File: config.mk
export PLATFORM = sky130hd
export DESIGN_NAME = setups_loader
export DESIGN_NICKNAME = d
export VERILOG_FILES = /design/src/hw/setups_pkg.sv /design/src/hw/setup_store.sv /design/src/hw/setups_loader.sv
export SDC_FILE = /design/constraint.sdc
export NUM_CORES = 2
export LEC_CHECK = 0
export BUFFER_PORTS_ARGS = -buffer_cell sky130_fd_sc_hd__buf_2
export CORE_MARGIN = 2
export CORE_UTILIZATION = 55
export CTS_BUF_LIST = sky130_fd_sc_hd__clkbuf_8 sky130_fd_sc_hd__clkbuf_16
export CTS_CLUSTER_SIZE = 14
export DETAILED_ROUTE_END_ITERATION = 10
export PLACE_DENSITY_LB_ADDON = 0.1
export SLEW_MARGIN = 40
export SYNTH_ARGS = -nofsm -noshare
export SYNTH_HDL_FRONTEND = slang
export SYNTH_HIERARCHICAL = 1
export SYNTH_SLANG_ARGS = --single-unit
File: constraint.sdc
create_clock -name clock_i -period 25.3 [get_ports clock_i]
set_clock_uncertainty 0.15 [all_clocks]
set_input_delay 5.06 -clock clock_i [delete_from_list [all_inputs] [get_ports clock_i]]
set_output_delay 5.06 -clock clock_i [all_outputs]
set_load 0.02 [all_outputs]
File: src/hw/setups_pkg.sv
package setups_pkg;

	localparam int unsigned NUM_KEYS = 48;
	localparam int unsigned BLOCK_BYTES = 350;

	localparam logic [8:0] ADDR_THRESHOLD = 9'h000;
	localparam logic [8:0] ADDR_DRIFT = 9'h030;
	localparam logic [8:0] ADDR_INTEGRATOR = 9'h060;
	localparam logic [8:0] ADDR_NEG_RECAL = 9'h090;
	localparam logic [8:0] ADDR_POS_RECAL_BURST = 9'h0C0;
	localparam logic [8:0] ADDR_FREQ_OFFSET_ONE = 9'h0F0;
	localparam logic [8:0] ADDR_FREQ_OFFSET_TWO = 9'h120;
	localparam logic [8:0] ADDR_GLOBAL_FIRST = 9'h150;
	localparam logic [8:0] ADDR_DWELL_BAUD = 9'h151;
	localparam logic [8:0] ADDR_SIGNAL_LIMIT = 9'h152;
	localparam logic [8:0] ADDR_STATUS_SELECT = 9'h154;
	localparam logic [8:0] ADDR_FREQ_ZERO_HOP = 9'h157;
	localparam logic [8:0] ADDR_FREQ_ONE = 9'h158;
	localparam logic [8:0] ADDR_FREQ_TWO = 9'h159;
	localparam logic [8:0] ADDR_GLOBAL_LAST = 9'h15A;
	localparam logic [8:0] ADDR_CRC_LO = 9'h15C;
	localparam logic [8:0] ADDR_CRC_HI = 9'h15D;
	localparam int unsigned NUM_GLOBALS = 11;

	localparam int unsigned G_HYST = 0;
	localparam int unsigned G_DWELL = 1;
	localparam int unsigned G_LIMIT_LO = 2;
	localparam int unsigned G_LIMIT_HI = 3;
	localparam int unsigned G_STATUS = 4;
	localparam int unsigned G_PRIMARY_FREQUENCY = 7;
	localparam int unsigned G_SECOND_FREQUENCY = 8;
	localparam int unsigned G_THIRD_FREQUENCY = 9;

	localparam logic [7:0] RST_THRESHOLD = 8'h26;
	localparam logic [7:0] RST_DRIFT = 8'hAA;
	localparam logic [7:0] RST_INTEGRATOR = 8'h52;
	localparam logic [7:0] RST_NEG_RECAL = 8'h14;
	localparam logic [7:0] RST_POS_RECAL_BURST = 8'h26;
	localparam logic [7:0] RST_FREQ_OFFSET = 8'h00;
	localparam logic [7:0] RST_HYST = 8'h01;
	localparam logic [7:0] RST_DWELL_BAUD = 8'h01;
	localparam logic [7:0] RST_LIMIT_LO = 8'h64;
	localparam logic [7:0] RST_LIMIT_HI = 8'h70;
	localparam logic [7:0] RST_STATUS_SELECT = 8'h20;
	localparam logic [7:0] RST_AWAKE_HOLD = 8'hBF;
	localparam logic [7:0] RST_FREQ_ZERO_HOP = 8'h58;
	localparam logic [7:0] RST_FREQ_ONE = 8'h1E;
	localparam logic [7:0] RST_FREQ_TWO = 8'h24;
	localparam logic [7:0] RST_NOISE = 8'h30;
	localparam logic [7:0] RST_ZERO = 8'h00;

	localparam logic [7:0] CMD_SETUP_ENTRY = 8'h01;
	localparam logic [7:0] CMD_AUTO_OFFSET = 8'h02;
	localparam logic [1:0] HOP_ADJUST = 2'h2;
	localparam logic [3:0] BAUD_CODE_MAX = 4'h4;
	localparam logic [4:0] THRESHOLD_BIAS = 5'h04;
	localparam logic [7:0] RECAL_ILLEGAL = 8'hFF;
	localparam logic [15:0] CRC_POLY = 16'h8005;
	localparam logic [15:0] CRC_INIT = 16'h0000;

	localparam int unsigned STS_BIT_DEBUG = 7;
	localparam int unsigned STS_BIT_KEY_ERROR = 6;
	localparam int unsigned STS_BIT_TOUCH = 5;
	localparam int unsigned STS_BIT_CRC = 3;
	localparam int unsigned STS_BIT_MAINS = 2;

	typedef enum logic [3:0] {
		ST_INIT = 4'b0000,
		ST_IDLE = 4'b0001,
		ST_ARMED = 4'b0010,
		ST_LOAD = 4'b0011,
		ST_CAL = 4'b0100,
		ST_SCAN = 4'b0101,
		ST_CRC_LO = 4'b0110,
		ST_CRC_HI = 4'b0111,
		ST_HOP = 4'b1000
	} loader_state_t;

	function automatic logic [15:0] crc16_step(input logic [15:0] crc,
		input logic [7:0] data);
		logic [15:0] c;
		c = crc ^ {data, 8'h00};
		for (int i = 0; i < 8; i++)
		begin
			c = c[15] ? ((c << 1) ^ CRC_POLY) : (c << 1);
		end
		return c;
	endfunction : crc16_step

	function automatic logic [7:0] default_byte(input logic [8:0] a);
		logic [7:0] v;
		v = RST_ZERO;
		if (a < ADDR_DRIFT) v = RST_THRESHOLD;
		else if (a < ADDR_INTEGRATOR) v = RST_DRIFT;
		else if (a < ADDR_NEG_RECAL) v = RST_INTEGRATOR;
		else if (a < ADDR_POS_RECAL_BURST) v = RST_NEG_RECAL;
		else if (a < ADDR_FREQ_OFFSET_ONE) v = RST_POS_RECAL_BURST;
		else if (a < ADDR_GLOBAL_FIRST) v = RST_FREQ_OFFSET;
		else if (a == ADDR_GLOBAL_FIRST) v = RST_HYST;
		else if (a == ADDR_DWELL_BAUD) v = RST_DWELL_BAUD;
		else if (a == ADDR_SIGNAL_LIMIT) v = RST_LIMIT_LO;
		else if (a == ADDR_SIGNAL_LIMIT + 9'h001) v = RST_LIMIT_HI;
		else if (a == ADDR_STATUS_SELECT) v = RST_STATUS_SELECT;
		else if (a == ADDR_STATUS_SELECT + 9'h001) v = RST_AWAKE_HOLD;
		else if (a == ADDR_FREQ_ZERO_HOP) v = RST_FREQ_ZERO_HOP;
		else if (a == ADDR_FREQ_ONE) v = RST_FREQ_ONE;
		else if (a == ADDR_FREQ_TWO) v = RST_FREQ_TWO;
		else if (a == ADDR_GLOBAL_LAST) v = RST_NOISE;
		return v;
	endfunction : default_byte

endpackage : setups_pkg

File: src/hw/setup_store.sv
`timescale 1ns/1ps
`default_nettype none

module setup_store (
	// Clock
	input wire logic clock_i,
	// Write port
	input wire logic wr_en_i,
	input wire logic [8:0] wr_addr_i,
	input wire logic [7:0] wr_data_i,
	// Read port, registered data
	input wire logic rd_en_i,
	input wire logic [8:0] rd_addr_i,
	output logic [7:0] rd_data_o
);

	logic [7:0] mem_q [0:setups_pkg::BLOCK_BYTES-1];

	always_ff @(posedge clock_i)
	begin
		if (wr_en_i && (wr_addr_i < 9'(setups_pkg::BLOCK_BYTES)))
		begin
			mem_q[wr_addr_i] <= wr_data_i;
		end
		if (rd_en_i)
		begin
			rd_data_o <= (rd_addr_i < 9'(setups_pkg::BLOCK_BYTES)) ?
				mem_q[rd_addr_i] : 8'h00;
		end
	end

endmodule : setup_store

`default_nettype wire

File: src/hw/setups_loader.sv
// Notes on behaviour
// - Hop mode 2: each hop adjusts key references by offsets.
// - Offsets relative to highest frequency; one table per lower one.
// - A command fills both offset tables; host may write them too.
// - 48-byte offset tables at 240 and 288, default zero.
// - Block ends with 16-bit CRC, low byte first.
// - Block taken only in setup mode: entry command twice.
// - Bytes 0-47: thresholds, negative low nibble, operand plus 4.
// - Bytes 48-95: drift compensation nibbles, default 10.
// - Bytes 96-143: integrator limits; 0 no burst, fast 0 invalid.
// - Bytes 144-191: negative recal delay; 0 infinite, 255 illegal.
// - Bytes 192-239: positive recal delay, burst length, suppression.
// - Byte 336: hysteresis, sleep drift, mains sync, multiplier.
// - Byte 337: dwell code, baud codes 0-4.
// - Bytes 338-339: signal limit, restart burst, gain test.
// - Byte 340 selects status pin conditions, default 0x20.
// - CRC at 348-349 covers the setup bytes before it.
// - Status pin low on CRC mismatch when selected and debug bit 7 clear.
`timescale 1ns/1ps
`default_nettype none

module setups_loader (
	// Clock and reset
	input wire logic clock_i,
	input wire logic rst_b_i,
	// Serial byte stream
	input wire logic rx_valid_i,
	input wire logic [7:0] rx_byte_i,
	output logic rx_ready_o,
	output logic setup_mode_o,
	output logic load_done_o,
	// Automatic offset fill
	output logic [5:0] cal_key_o,
	input wire logic [15:0] cal_ref_high_i,
	input wire logic [15:0] cal_ref_one_i,
	input wire logic [15:0] cal_ref_two_i,
	output logic cal_busy_o,
	// Frequency hops
	input wire logic hop_event_i,
	input wire logic [1:0] hop_freq_i,
	output logic hop_ready_o,
	output logic adj_valid_o,
	output logic [5:0] adj_key_o,
	output logic [8:0] adj_delta_o,
	// Per-key setting query
	input wire logic query_valid_i,
	input wire logic [2:0] query_table_i,
	input wire logic [5:0] query_key_i,
	output logic query_ready_o,
	output logic query_ans_o,
	output logic [7:0] query_data_o,
	output logic [4:0] negative_threshold_o,
	output logic [4:0] positive_threshold_o,
	output logic burst_disabled_o,
	output logic fast_limit_invalid_o,
	output logic recal_infinite_o,
	output logic recal_illegal_o,
	// Global settings
	output logic [1:0] hop_mode_o,
	output logic [5:0] primary_frequency_o,
	output logic [5:0] second_frequency_o,
	output logic [5:0] third_frequency_o,
	output logic [1:0] negative_hysteresis_o,
	output logic [2:0] sleep_drift_comp_o,
	output logic sleep_enable_o,
	output logic mains_sync_enable_o,
	output logic [1:0] threshold_multiplier_o,
	output logic [3:0] dwell_code_o,
	output logic [3:0] baud_select_o,
	output logic baud_valid_o,
	output logic [10:0] lower_signal_limit_o,
	output logic restart_interrupted_burst_o,
	output logic [3:0] key_gain_test_threshold_o,
	output logic [7:0] status_select_o,
	// Signal check and status pin
	input wire logic [15:0] key_signal_i,
	output logic signal_low_o,
	input wire logic key_error_i,
	input wire logic touch_change_i,
	input wire logic mains_sync_error_i,
	input wire logic debug_i,
	output logic crc_mismatch_o,
	output logic status_n_o
);

	////////////////////////////////////////////////////////////////////////
	setups_pkg::loader_state_t state_q, state_d;
	logic [8:0] addr_q, addr_d;
	logic [5:0] key_q, key_d;
	logic [1:0] phase_q, phase_d;
	logic [15:0] crc_q, crc_d;
	logic [7:0] crc_lo_q, crc_lo_d;
	logic [7:0] off1_q, off1_d;
	logic [1:0] freq_idx_q, freq_idx_d;
	logic [1:0] old_idx_q, old_idx_d;
	logic fix_q, fix_d;
	logic scan_vld_q, scan_vld_d;
	logic [8:0] scan_at_q, scan_at_d;
	logic mismatch_q, mismatch_d;
	logic query_pend_q, query_pend_d;
	logic load_done_q, load_done_d;
	logic adj_valid_q, adj_valid_d;
	logic [5:0] adj_key_q, adj_key_d;
	logic [8:0] adj_delta_q, adj_delta_d;
	logic status_n_q, status_n_d;
	logic signal_low_q, signal_low_d;
	logic [7:0] glob_q [0:setups_pkg::NUM_GLOBALS-1];

	logic wr_en;
	logic [8:0] wr_addr;
	logic [7:0] wr_data;
	logic rd_en;
	logic [8:0] rd_addr;
	logic [7:0] rd_data;
	logic [7:0] cfo_new;
	logic [7:0] cfo_old;

	setup_store u_store (
		.clock_i(clock_i),
		.wr_en_i(wr_en),
		.wr_addr_i(wr_addr),
		.wr_data_i(wr_data),
		.rd_en_i(rd_en),
		.rd_addr_i(rd_addr),
		.rd_data_o(rd_data)
	);

	function automatic logic [7:0] clamp_diff(input logic [15:0] hi,
		input logic [15:0] lo);
		logic [16:0] d;
		d = {1'b0, hi} - {1'b0, lo};
		if (d[16]) return 8'h00;
		if (d[15:8] != 8'h00) return 8'hFF;
		return d[7:0];
	endfunction : clamp_diff

	function automatic logic [7:0] offset_of(input logic [1:0] idx,
		input logic [7:0] one, input logic [7:0] two);
		if (idx == 2'h1) return one;
		if (idx == 2'h2) return two;
		return 8'h00;
	endfunction : offset_of

	////////////////////////////////////////////////////////////////////////
	always_comb
	begin
		state_d = state_q;
		addr_d = addr_q;
		key_d = key_q;
		phase_d = phase_q;
		crc_d = crc_q;
		crc_lo_d = crc_lo_q;
		off1_d = off1_q;
		freq_idx_d = freq_idx_q;
		old_idx_d = old_idx_q;
		fix_d = fix_q;
		scan_vld_d = 1'b0;
		scan_at_d = scan_at_q;
		mismatch_d = mismatch_q;
		query_pend_d = 1'b0;
		load_done_d = 1'b0;
		adj_valid_d = 1'b0;
		adj_key_d = adj_key_q;
		adj_delta_d = adj_delta_q;
		wr_en = 1'b0;
		wr_addr = addr_q;
		wr_data = 8'h00;
		rd_en = 1'b0;
		rd_addr = addr_q;
		cfo_old = 8'h00;
		cfo_new = 8'h00;
		case (state_q)
			setups_pkg::ST_INIT:
			begin
				wr_en = 1'b1;
				wr_data = setups_pkg::default_byte(addr_q);
				if (addr_q == setups_pkg::ADDR_CRC_LO) wr_data = crc_q[7:0];
				else if (addr_q == setups_pkg::ADDR_CRC_HI) wr_data = crc_q[15:8];
				else crc_d = setups_pkg::crc16_step(crc_q, wr_data);
				addr_d = addr_q + 9'h001;
				if (addr_q == setups_pkg::ADDR_CRC_HI) state_d = setups_pkg::ST_IDLE;
			end
			setups_pkg::ST_IDLE:
			begin
				if (hop_event_i && (hop_freq_i != 2'h3))
				begin
					freq_idx_d = hop_freq_i;
					old_idx_d = freq_idx_q;
					key_d = 6'h00;
					phase_d = 2'h0;
					if (hop_mode_o == setups_pkg::HOP_ADJUST)
						state_d = setups_pkg::ST_HOP;
				end
				else if (rx_valid_i && (rx_byte_i == setups_pkg::CMD_SETUP_ENTRY))
					state_d = setups_pkg::ST_ARMED;
				else if (rx_valid_i && (rx_byte_i == setups_pkg::CMD_AUTO_OFFSET))
				begin
					key_d = 6'h00;
					phase_d = 2'h0;
					state_d = setups_pkg::ST_CAL;
				end
				else if (query_valid_i)
				begin
					rd_en = 1'b1;
					rd_addr = ({6'h00, query_table_i} * 9'd48) +
						{3'b000, query_key_i};
					query_pend_d = 1'b1;
				end
			end
			setups_pkg::ST_ARMED:
			begin
				if (rx_valid_i)
				begin
					addr_d = 9'h000;
					// Entry must come twice in a row; anything else drops it
					state_d = (rx_byte_i == setups_pkg::CMD_SETUP_ENTRY) ?
						setups_pkg::ST_LOAD : setups_pkg::ST_IDLE;
				end
			end
			setups_pkg::ST_LOAD:
			begin
				if (rx_valid_i)
				begin
					wr_en = 1'b1;
					wr_data = rx_byte_i;
					addr_d = addr_q + 9'h001;
					if (addr_q == setups_pkg::ADDR_CRC_HI)
					begin
						addr_d = 9'h000;
						crc_d = setups_pkg::CRC_INIT;
						fix_d = 1'b0;
						state_d = setups_pkg::ST_SCAN;
					end
				end
			end
			setups_pkg::ST_CAL:
			begin
				wr_en = 1'b1;
				phase_d = phase_q ^ 2'h1;
				if (phase_q == 2'h0)
				begin
					wr_addr = setups_pkg::ADDR_FREQ_OFFSET_ONE + {3'b000, key_q};
					wr_data = clamp_diff(cal_ref_high_i, cal_ref_one_i);
				end
				else
				begin
					wr_addr = setups_pkg::ADDR_FREQ_OFFSET_TWO + {3'b000, key_q};
					wr_data = clamp_diff(cal_ref_high_i, cal_ref_two_i);
					key_d = key_q + 6'h01;
					if (key_q == 6'(setups_pkg::NUM_KEYS - 1))
					begin
						addr_d = 9'h000;
						crc_d = setups_pkg::CRC_INIT;
						fix_d = 1'b1;
						state_d = setups_pkg::ST_SCAN;
					end
				end
			end
			setups_pkg::ST_SCAN:
			begin
				if (addr_q <= setups_pkg::ADDR_CRC_HI)
				begin
					rd_en = 1'b1;
					scan_vld_d = 1'b1;
					scan_at_d = addr_q;
					addr_d = addr_q + 9'h001;
				end
				if (scan_vld_q)
				begin
					if (scan_at_q < setups_pkg::ADDR_CRC_LO)
						crc_d = setups_pkg::crc16_step(crc_q, rd_data);
					else if (scan_at_q == setups_pkg::ADDR_CRC_LO)
						crc_lo_d = rd_data;
					else
					begin
						mismatch_d = ({rd_data, crc_lo_q} != crc_q);
						if (fix_q) state_d = setups_pkg::ST_CRC_LO;
						else
						begin
							load_done_d = 1'b1;
							state_d = setups_pkg::ST_IDLE;
						end
					end
				end
			end
			setups_pkg::ST_CRC_LO:
			begin
				wr_en = 1'b1;
				wr_addr = setups_pkg::ADDR_CRC_LO;
				wr_data = crc_q[7:0];
				state_d = setups_pkg::ST_CRC_HI;
			end
			setups_pkg::ST_CRC_HI:
			begin
				wr_en = 1'b1;
				wr_addr = setups_pkg::ADDR_CRC_HI;
				wr_data = crc_q[15:8];
				mismatch_d = 1'b0;
				state_d = setups_pkg::ST_IDLE;
			end
			setups_pkg::ST_HOP:
			begin
				phase_d = phase_q + 2'h1;
				if (phase_q == 2'h0)
				begin
					rd_en = 1'b1;
					rd_addr = setups_pkg::ADDR_FREQ_OFFSET_ONE + {3'b000, key_q};
				end
				else if (phase_q == 2'h1)
				begin
					rd_en = 1'b1;
					rd_addr = setups_pkg::ADDR_FREQ_OFFSET_TWO + {3'b000, key_q};
					off1_d = rd_data;
				end
				else
				begin
					cfo_old = offset_of(old_idx_q, off1_q, rd_data);
					cfo_new = offset_of(freq_idx_q, off1_q, rd_data);
					adj_valid_d = 1'b1;
					adj_key_d = key_q;
					adj_delta_d = {1'b0, cfo_old} - {1'b0, cfo_new};
					phase_d = 2'h0;
					key_d = key_q + 6'h01;
					if (key_q == 6'(setups_pkg::NUM_KEYS - 1))
						state_d = setups_pkg::ST_IDLE;
				end
			end
			default:
			begin
				state_d = setups_pkg::ST_IDLE;
			end
		endcase
	end

	always_comb
	begin
		signal_low_d = (key_signal_i < {5'h00, lower_signal_limit_o});
		if (status_select_o[setups_pkg::STS_BIT_DEBUG])
			status_n_d = ~debug_i;
		else
			status_n_d = ~((status_select_o[setups_pkg::STS_BIT_KEY_ERROR] &&
				key_error_i) ||
				(status_select_o[setups_pkg::STS_BIT_TOUCH] && touch_change_i) ||
				(status_select_o[setups_pkg::STS_BIT_CRC] && mismatch_q) ||
				(status_select_o[setups_pkg::STS_BIT_MAINS] &&
				mains_sync_error_i));
	end

	always_ff @(posedge clock_i)
	begin
		if (!rst_b_i)
		begin
			state_q <= setups_pkg::ST_INIT;
			addr_q <= 9'h000;
			key_q <= 6'h00;
			phase_q <= 2'h0;
			crc_q <= setups_pkg::CRC_INIT;
			crc_lo_q <= 8'h00;
			off1_q <= 8'h00;
			freq_idx_q <= 2'h0;
			old_idx_q <= 2'h0;
			fix_q <= 1'b0;
			scan_vld_q <= 1'b0;
			scan_at_q <= 9'h000;
			mismatch_q <= 1'b0;
			query_pend_q <= 1'b0;
			load_done_q <= 1'b0;
			adj_valid_q <= 1'b0;
			adj_key_q <= 6'h00;
			adj_delta_q <= 9'h000;
			status_n_q <= 1'b1;
			signal_low_q <= 1'b0;
			for (int g = 0; g < setups_pkg::NUM_GLOBALS; g++)
				glob_q[g] <= setups_pkg::default_byte(
					setups_pkg::ADDR_GLOBAL_FIRST + 9'(g));
		end
		else
		begin
			state_q <= state_d;
			addr_q <= addr_d;
			key_q <= key_d;
			phase_q <= phase_d;
			crc_q <= crc_d;
			crc_lo_q <= crc_lo_d;
			off1_q <= off1_d;
			freq_idx_q <= freq_idx_d;
			old_idx_q <= old_idx_d;
			fix_q <= fix_d;
			scan_vld_q <= scan_vld_d;
			scan_at_q <= scan_at_d;
			mismatch_q <= mismatch_d;
			query_pend_q <= query_pend_d;
			load_done_q <= load_done_d;
			adj_valid_q <= adj_valid_d;
			adj_key_q <= adj_key_d;
			adj_delta_q <= adj_delta_d;
			status_n_q <= status_n_d;
			signal_low_q <= signal_low_d;
			// Global bytes are mirrored in flops: they steer logic every cycle
			if (wr_en && (wr_addr >= setups_pkg::ADDR_GLOBAL_FIRST) &&
				(wr_addr <= setups_pkg::ADDR_GLOBAL_LAST))
				glob_q[4'(wr_addr - setups_pkg::ADDR_GLOBAL_FIRST)] <= wr_data;
		end
	end

	////////////////////////////////////////////////////////////////////////
	assign rx_ready_o = (state_q == setups_pkg::ST_IDLE) ||
		(state_q == setups_pkg::ST_ARMED) || (state_q == setups_pkg::ST_LOAD);
	assign setup_mode_o = (state_q == setups_pkg::ST_LOAD);
	assign load_done_o = load_done_q;
	assign cal_key_o = key_q;
	assign cal_busy_o = (state_q == setups_pkg::ST_CAL);
	assign hop_ready_o = (state_q == setups_pkg::ST_IDLE);
	assign adj_valid_o = adj_valid_q;
	assign adj_key_o = adj_key_q;
	assign adj_delta_o = adj_delta_q;
	assign query_ready_o = (state_q == setups_pkg::ST_IDLE) && !hop_event_i &&
		!rx_valid_i;
	assign query_ans_o = query_pend_q;
	assign query_data_o = rd_data;
	assign negative_threshold_o = {1'b0, rd_data[3:0]} +
		setups_pkg::THRESHOLD_BIAS;
	assign positive_threshold_o = {1'b0, rd_data[7:4]} +
		setups_pkg::THRESHOLD_BIAS;
	assign burst_disabled_o = (rd_data[3:0] == 4'h0);
	assign fast_limit_invalid_o = (rd_data[7:4] == 4'h0);
	assign recal_infinite_o = (rd_data == 8'h00);
	assign recal_illegal_o = (rd_data == setups_pkg::RECAL_ILLEGAL);
	assign hop_mode_o = glob_q[setups_pkg::G_PRIMARY_FREQUENCY][7:6];
	assign primary_frequency_o = glob_q[setups_pkg::G_PRIMARY_FREQUENCY][5:0];
	assign second_frequency_o = glob_q[setups_pkg::G_SECOND_FREQUENCY][5:0];
	assign third_frequency_o = glob_q[setups_pkg::G_THIRD_FREQUENCY][5:0];
	assign negative_hysteresis_o = glob_q[setups_pkg::G_HYST][1:0];
	assign sleep_drift_comp_o = glob_q[setups_pkg::G_HYST][4:2];
	assign sleep_enable_o = (glob_q[setups_pkg::G_HYST][4:2] != 3'h0);
	assign mains_sync_enable_o = glob_q[setups_pkg::G_HYST][5];
	assign threshold_multiplier_o = glob_q[setups_pkg::G_HYST][7:6];
	assign dwell_code_o = glob_q[setups_pkg::G_DWELL][3:0];
	assign baud_select_o = glob_q[setups_pkg::G_DWELL][7:4];
	assign baud_valid_o = (glob_q[setups_pkg::G_DWELL][7:4] <=
		setups_pkg::BAUD_CODE_MAX);
	assign lower_signal_limit_o = {glob_q[setups_pkg::G_LIMIT_HI][2:0],
		glob_q[setups_pkg::G_LIMIT_LO]};
	assign restart_interrupted_burst_o = glob_q[setups_pkg::G_LIMIT_HI][3];
	assign key_gain_test_threshold_o = glob_q[setups_pkg::G_LIMIT_HI][7:4];
	assign status_select_o = glob_q[setups_pkg::G_STATUS];
	assign signal_low_o = signal_low_q;
	assign crc_mismatch_o = mismatch_q;
	assign status_n_o = status_n_q;

endmodule : setups_loader

`default_nettype wire

======== Yosys cells after proc, flatten, opt, wreduce, memory -nomap -nowiden ========
Memories as Yosys holds them, arrays and structs flattened. A register that Yosys moved wholly into a read port is not among the register bits.
Cells that the tools add are included.
word-level totals
  memories ................................ 2
  word-level logic and storage cells ...... 374
  latch bits .............................. 0
  bits in registers ....................... 89
  output and inout bits ................... 116
  memory bits (read-only) ................. 0
  bits in writable memories ............... 2,888
cells by class
  multipliers ............................. 1
  shift operators ......................... 0
  mux-type cells .......................... 189
  divide/modulo/power cells ............... 0
  bitwise gates (word level) .............. 29
  $add $sub $neg .......................... 12
  eq/ne operators ......................... 53
  reductions and logical operators ........ 53
  order comparisons ....................... 14
memory list
  memory         depth  bits a word  rd ports  clocked after Yosys merged registers in  wr ports  line                  source
  u_store.mem_q  350    8            1         1                                        1         setup_store.sv:17     logic [7:0] mem_q [0:setups_pkg::BLOCK_BYTES-1];
  glob_q         11     8            8         0                                        11        setups_loader.sv:107  logic [7:0] glob_q [0:setups_pkg::NUM_GLOBALS-1];
operator list
  cell                                                                    count
  8-bit two-way mux                                                       49
  16-bit two-way mux                                                      24
  9-bit equality test (second input constant)                             13
  9-bit two-way mux                                                       13
  4-bit two-way mux                                                       17
  16-bit case mux with 4 select lines                                     1
  1-bit two-way mux                                                       57
  6-bit two-way mux                                                       9
  3-bit NOT                                                               16
  9-bit case mux with 5 select lines                                      1
  8-bit case mux with 5 select lines                                      1
  9-bit < comparator (second input constant)                              4
  16-bit by 16-bit subtractor with 17-bit output                          2
  4-bit case mux with 8 select lines                                      1
  16-bit bitwise XOR                                                      2
  2-bit inequality test (second input constant)                           15
  9-bit by 8-bit < comparator with 1-bit output (second input constant)   3
  9-bit case mux with 3 select lines                                      1
  9-bit <= comparator (second input constant)                             2
  6-bit case mux with 3 select lines                                      1
  9-bit case mux with 2 select lines                                      1
  4-bit by 3-bit equality test with 1-bit output (second input constant)  4
  16-bit by 11-bit < comparator with 1-bit output                         1
  16-bit inequality test                                                  1
  other kinds (57)                                                        112

======== Logic depth before layout (Yosys ltp) ========
  depth after elaboration ................. 38
  mapped depth ............................ 22
  depth with buffers taken out ............ 15

======== Cells and area by module ========
Netlist, hierarchy kept.
modules (own cells, without submodules)
  module         area an instance (µm²)  sequential area each (µm²)  times used  cells each
  setup_store    109,442.5               84,320.9                    1           4,996
  setups_loader  10,704.0                3,583.4                     1           1,300

======== Worst setup path before layout ========
Ideal clock, no wire load.
  path type ............................... in2reg
  start point ............................. input port cal_ref_high_i[0]
  end point ............................... memory u_store.mem_q[0][5], data pin
  buffers on the path ..................... 0
  arrival time ............................ 11.252 ns
  setup slack ............................. 12.877 ns
  setup time .............................. 1.021 ns
  stages on the path ...................... 12
  path through ............................ inv_1 -> ha_1 -> fa_1 -> nor2b_1 -> o2111ai_2 -> a21oi_1 -> o211a_1 -> o211ai_1 -> a31o_2 -> a211o_1 -> a41oi_1 -> a211o_1
on the way
  longest elaborated chain between the ends .. 10
  elaborated cells on any way between the ends .. 26
ends and longest elaborated chain
  what                                            line                  source
  from (decl)                                     setups_loader.sv:34   input wire logic [15:0] cal_ref_high_i,
  16-bit by 16-bit subtractor with 17-bit output  setups_loader.sv:131  d = {1'b0, hi} - {1'b0, lo};
  8-bit nonzero test                              setups_loader.sv:133  if (d[15:8] != 8'h00) return 8'hFF;
  1-bit two-way mux (2 in series)                 setups_loader.sv:133
  1-bit two-way mux                               setups_loader.sv:240  if (phase_q == 2'h0)
  1-bit two-way mux                               setups_loader.sv:172  case (state_q)
  8-bit two-way mux                               setups_loader.sv:134  return d[7:0];
  8-bit two-way mux                               setups_loader.sv:133
  8-bit two-way mux (*)                           setups_loader.sv:240
  8-bit case mux with 5 select lines (*)          setups_loader.sv:172
  via wr_data[5]                                  setups_loader.sv:111  logic [7:0] wr_data;
  to (decl)                                       setup_store.sv:17
The timed path passes the listed nets; every way through them passes the cells marked *. The select of a mux whose other input is x is not followed.

======== Worst setup path after layout ========
  start point ............................. input port rx_byte_i[4]
  end point ............................... register u_store.rd_data_o[3] (read register of u_store.mem_q), data pin
on the way
  longest elaborated chain between the ends .. 8
  elaborated cells on any way between the ends .. 14
ends and longest elaborated chain
  what                                            line                  source
  from (decl)                                     setups_loader.sv:28   input wire logic [7:0] rx_byte_i,
  8-bit by 2-bit equality test with 1-bit output  setups_loader.sv:196  else if (rx_valid_i && (rx_byte_i == setups_pkg::CMD_AUTO_OFFSET))
  1-bit logical AND                               setups_loader.sv:196
  9-bit two-way mux                               setups_loader.sv:196
  9-bit two-way mux (*)                           setups_loader.sv:194  else if (rx_valid_i && (rx_byte_i == setups_pkg::CMD_SETUP_ENTRY))
  9-bit two-way mux (*)                           setups_loader.sv:185  if (hop_event_i && (hop_freq_i != 2'h3))
  9-bit case mux with 2 select lines (*)          setups_loader.sv:172
  via rd_addr[0]                                  setups_loader.sv:113  logic [8:0] rd_addr;
  9-bit < comparator                              setup_store.sv:27     rd_data_o <= (rd_addr_i < 9'(setups_pkg::BLOCK_BYTES)) ?
  1-bit logical NOT (no source line)              -
  to (decl)                                       setup_store.sv:14     output logic [7:0] rd_data_o
The timed path passes the listed nets; every way through them passes the cells marked *.
A chain may end at the register's enable or synchronous reset.

==> summary.md <==
| Metric | Value |
|---|---|
| Most frequent cell after synthesis | edfxtp_1 |
| Largest net degree at the start of global routing | 203 |
| Synth-to-layout area growth | 12.1% |
| EDFF count, synth | 2,868 |
| Avg WL per Cell | 33.9 µm |
| Synthesized flop and latch total | 2,957 |
| I/O Pins | roughly 210 |
| Psw | 2.23 mW |
| CTS Hold Buffers Added | 0 |
| Worst R2R End | u_store/rd_data_o[3] |
| Post-synth net total | 6,460 |
| Total negative slack | 0 ns |
| Combinational fraction of design power | 6.1% |
| Chip Width | 471 µm |
| Nets | 6,751 |
| Worst endpoint required time | 25.84 ns |
| Cell Area, Synth | roughly 120,000 µm² |
| Period utilisation layout | 48.6% |
| Area share of the largest cell type after synthesis | 71.7% |
| Final wirelength | around 330 mm |
| Distinct cells, synth | 93 |
| Skew-Pair Late Insertion Delay | 0.94 ns |
| Worst Path Max Fanout | 60 |
| Total track usage | approximately 29% |
| Min-delay src | adj_delta_o[7] |
| PD cells | 76.6 nW/µm² |
| Maximum clock insertion buffer count | 4 |
| Initial Util | 55.3% |
| Clock transition at path regs | 0.06 ns |
| Clock power frac | 42.3% |
| Pint | 8.08 mW |
| CTS buffer count | 316 |
| Die Area | 222,000 µm² |
| Dominant cells by area after synthesis | edfxtp_1, mux4_2, nor2_1, mux2i_1, dfxtp_1 |
| Hold Path Sink | adj_delta_o[7] |
| Global route overflow | 0 |
| Min-Delay Path Class | reg -> reg |
| Row count | 171 |
| DP Wirelength | 196 mm |
| Relative slew margins | 33.1% |
| Most instantiated cells after synthesis | edfxtp_1, mux4_2, nor2_1 |
| Vias post-DR | between 60,000 and 70,000 |
| Layout cell share with drive strength beyond 1 | 27.3% |
| Highest Clock Rate | 0.0814 GHz |
| Hold Crit Depth | 2 |
| CP Capture Type | flip-flop |
| CTS tree | built |
| Leak | 42.8 nW |
| Drt via density | 6.65 |
| Grt peak-use layer | met2 |
| Seq pwr share | between 50% and 60% |
| Measured slew at the worst slew-check pin | between 1 and 1.5 ns |
| Port Buffers | 207 |
| Post-synth top flop | edfxtp_1 |
| Final setup violating endpoints | 0 |
| Met2 GRT Util | 45.6% |
| Leading area contributor after synthesis | edfxtp_1 |
| Synthesized area per cell | approximately 19 µm² |
| Post-synthesis sequential area ratio | about three quarters |
| First-pass GRT wire length | 467 mm |
| Sw Ratio | 21.6% |
| Post-route cell area | 135,000 µm² |
| Routability congestion estimate | approximately 0.92 |
| Routing usage on met1 | about 42% |
| Worst r2r src | state_q[0] |
| Unrepaired setup endpoints after global routing | false |
| Placement Cell Area | 124,000 µm² |
| Crit. Startpoint | rx_byte_i[4] |
| Fin crit period | 12.29 ns |
| Vias in the first global route | around 63,000 |
| Worst setup path class | in -> reg |
| Run status | complete, no violations |
| H-tree depth | 5 |
| CTS Root Cell | clkbuf_16 |
| Post-CTS Setup Bufs | 0 |
| Crit path DAT | 12.83 ns |
| Slew Limit Fails | 0 |
| Hold Violations, Final | 0 |
| Clock Sinks | 2,957 |
| Met3 usage | 6.11% |
| CTS resizes | 0 |
| Synth async-reset ratio | 0% |
| Synth warn | 6 |
| First DRT Iteration DRCs | 8,603 |
| Post-synthesis cell count | about 6,300 |
| Worst reg2reg setup slack | about 17 ns |
| DRT antenna net count | 0 |
| Maximum vdd drop | 0.0804 mV |
| Initial antenna violation count | 9 |
| Core Box Area | 217,000 µm² |
| Max Cap Violations | 0 |
| TritonRoute pass-1 iters | 6 |
| Startpoint types | input port |
| Die H | 471 µm |
| DRC viols | 0 |
| R2r worst-path depth | 16 |
==> layer usage <==
metal | up-vias | routed length, µm
li1 | 26300 | -
met1 | 34000 | 128000
met2 | 3437 | 155000
met3 | 673 | 32400
met4 | 2 | 12600
met5 | - | 8
==> worst max-delay path: stages <==
cell      delay (ns)
buf_2           0.11
or4_1           0.51
nor3_1          0.63
nand3_1         0.25
nand3b_1        0.25
nor2_1          0.17
o21ai_1         0.54
a222oi_1        0.31
inv_8           0.51
buf_6           0.61
buf_6           0.56
buf_4           0.63
buf_6           0.57
mux4_2          0.60
mux4_2          0.51
mux2i_1         0.23
a2111o_1        0.23
o311ai_0        0.13
a22o_1          0.26
==> state kept, by name (all words and copies together) (netlist names) <==
register,flops
u_store/rd_data_o,8
crc_mismatch_o,1
freq_idx_q,2
adj_valid_o,1
off1_q,8
phase_q,2
glob_q,60
crc_q,16
old_idx_q,2
crc_lo_q,8
addr_q,9
state_q,4
load_done_o,1
cal_key_o,6
fix_q,1
scan_at_q,9
adj_key_o,6
query_ans_o,1
signal_low_o,1
adj_delta_o,9
u_store/mem_q,2800
status_n_o,1
scan_vld_q,1
==> cell families after synthesis <==
group / after synthesis / share of synthesized area [%]
xor+xnor: 84 / 0.635
compound gates: 641 / 3.66
fa+ha+maj: 72 / 0.781
simple gates: 1116 / 4.12
buf+inv: 477 / 2.11
mux: 949 / 15.5
flops: 2957 / 73.2
==> final cells by class <==
class                           count  area, µm²
Clock inverter                    224       1540
Sequential cell                  2957      87900
Inverter                          103        489
Tap cell                         2854       3570
Fill cell                       15200      82500
Multi-Input combinational cell   2862      30600
Timing Repair Buffer              347       2430
Antenna cell                        7       17.5
Clock buffer                      325       8110
==> how the worst max path moves through the flow <==
stage	end	slack (ns)	cells after the start
2_1_floorplan	u_store/mem_q[0][5]	12.88	12
3_3_place_gp	u_store/rd_data_o[3]	11.38	19
3_5_place_dp	u_store/rd_data_o[3]	11.48	19
4_1_cts	u_store/rd_data_o[3]	12.46	19
5_1_grt	u_store/rd_data_o[3]	12.52	19
6_report	u_store/rd_data_o[3]	13.01	19
==> through the flow <==
stage                     worst slack, ns  power (mW)  hold slack (ns)  instances  util (%)
after floorplan                     12.88        5.86            0.295       6296         -
after global placement              11.38        6.05            0.288       9110      57.0
after detailed placement            11.48        6.05            0.301       9116      57.3
after CTS                           12.46        10.4            0.308       9665      61.8
after global routing                12.52        10.6            0.318       9678      62.0
final                               13.01        10.3            0.304       9679      62.0
==> power groups by stage <==
stage                     combinational, mW  clock [mW]  sequential, mW
after floorplan                       0.435           0            5.42
after global placement                0.615           0            5.43
after detailed placement              0.619           0            5.43
after CTS                             0.623        4.42            5.33
after global routing                  0.657        4.60            5.33
final                                 0.625        4.36            5.33
==> cell usage in the layout, fill, tap and decap left out, types with 15 or more instances in the layout <==
cell	Yosys	final
mux2i_1	195	195
nand4_1	19	19
o22ai_1	21	21
nor2_1	537	270
clkinv_1	2	66
o21a_1	18	18
nand2_1	263	244
or3_1	15	15
a31oi_1	17	16
a211oi_1	30	28
ha_1	67	67
mux2_2	28	28
a21oi_1	166	165
a22oi_1	53	53
nor3_1	42	42
nand2b_1	30	28
dfxtp_1	89	89
a222oi_1	15	15
nor2b_1	40	35
buf_4	29	92
nand3_1	80	72
buf_6	41	30
buf_2	88	208
o221ai_1	32	32
mux4_2	717	717
clkinv_2	0	46
inv_1	98	155
nor2_2	0	266
a221oi_1	32	31
nand2_2	0	18
edfxtp_1	2868	2868
bufinv_16	0	20
xnor2_1	53	53
xor2_1	29	29
and2_1	23	22
o21ai_0	97	92
clkbuf_16	0	323
a21o_1	19	18
(Power assumes the default switching activity.)
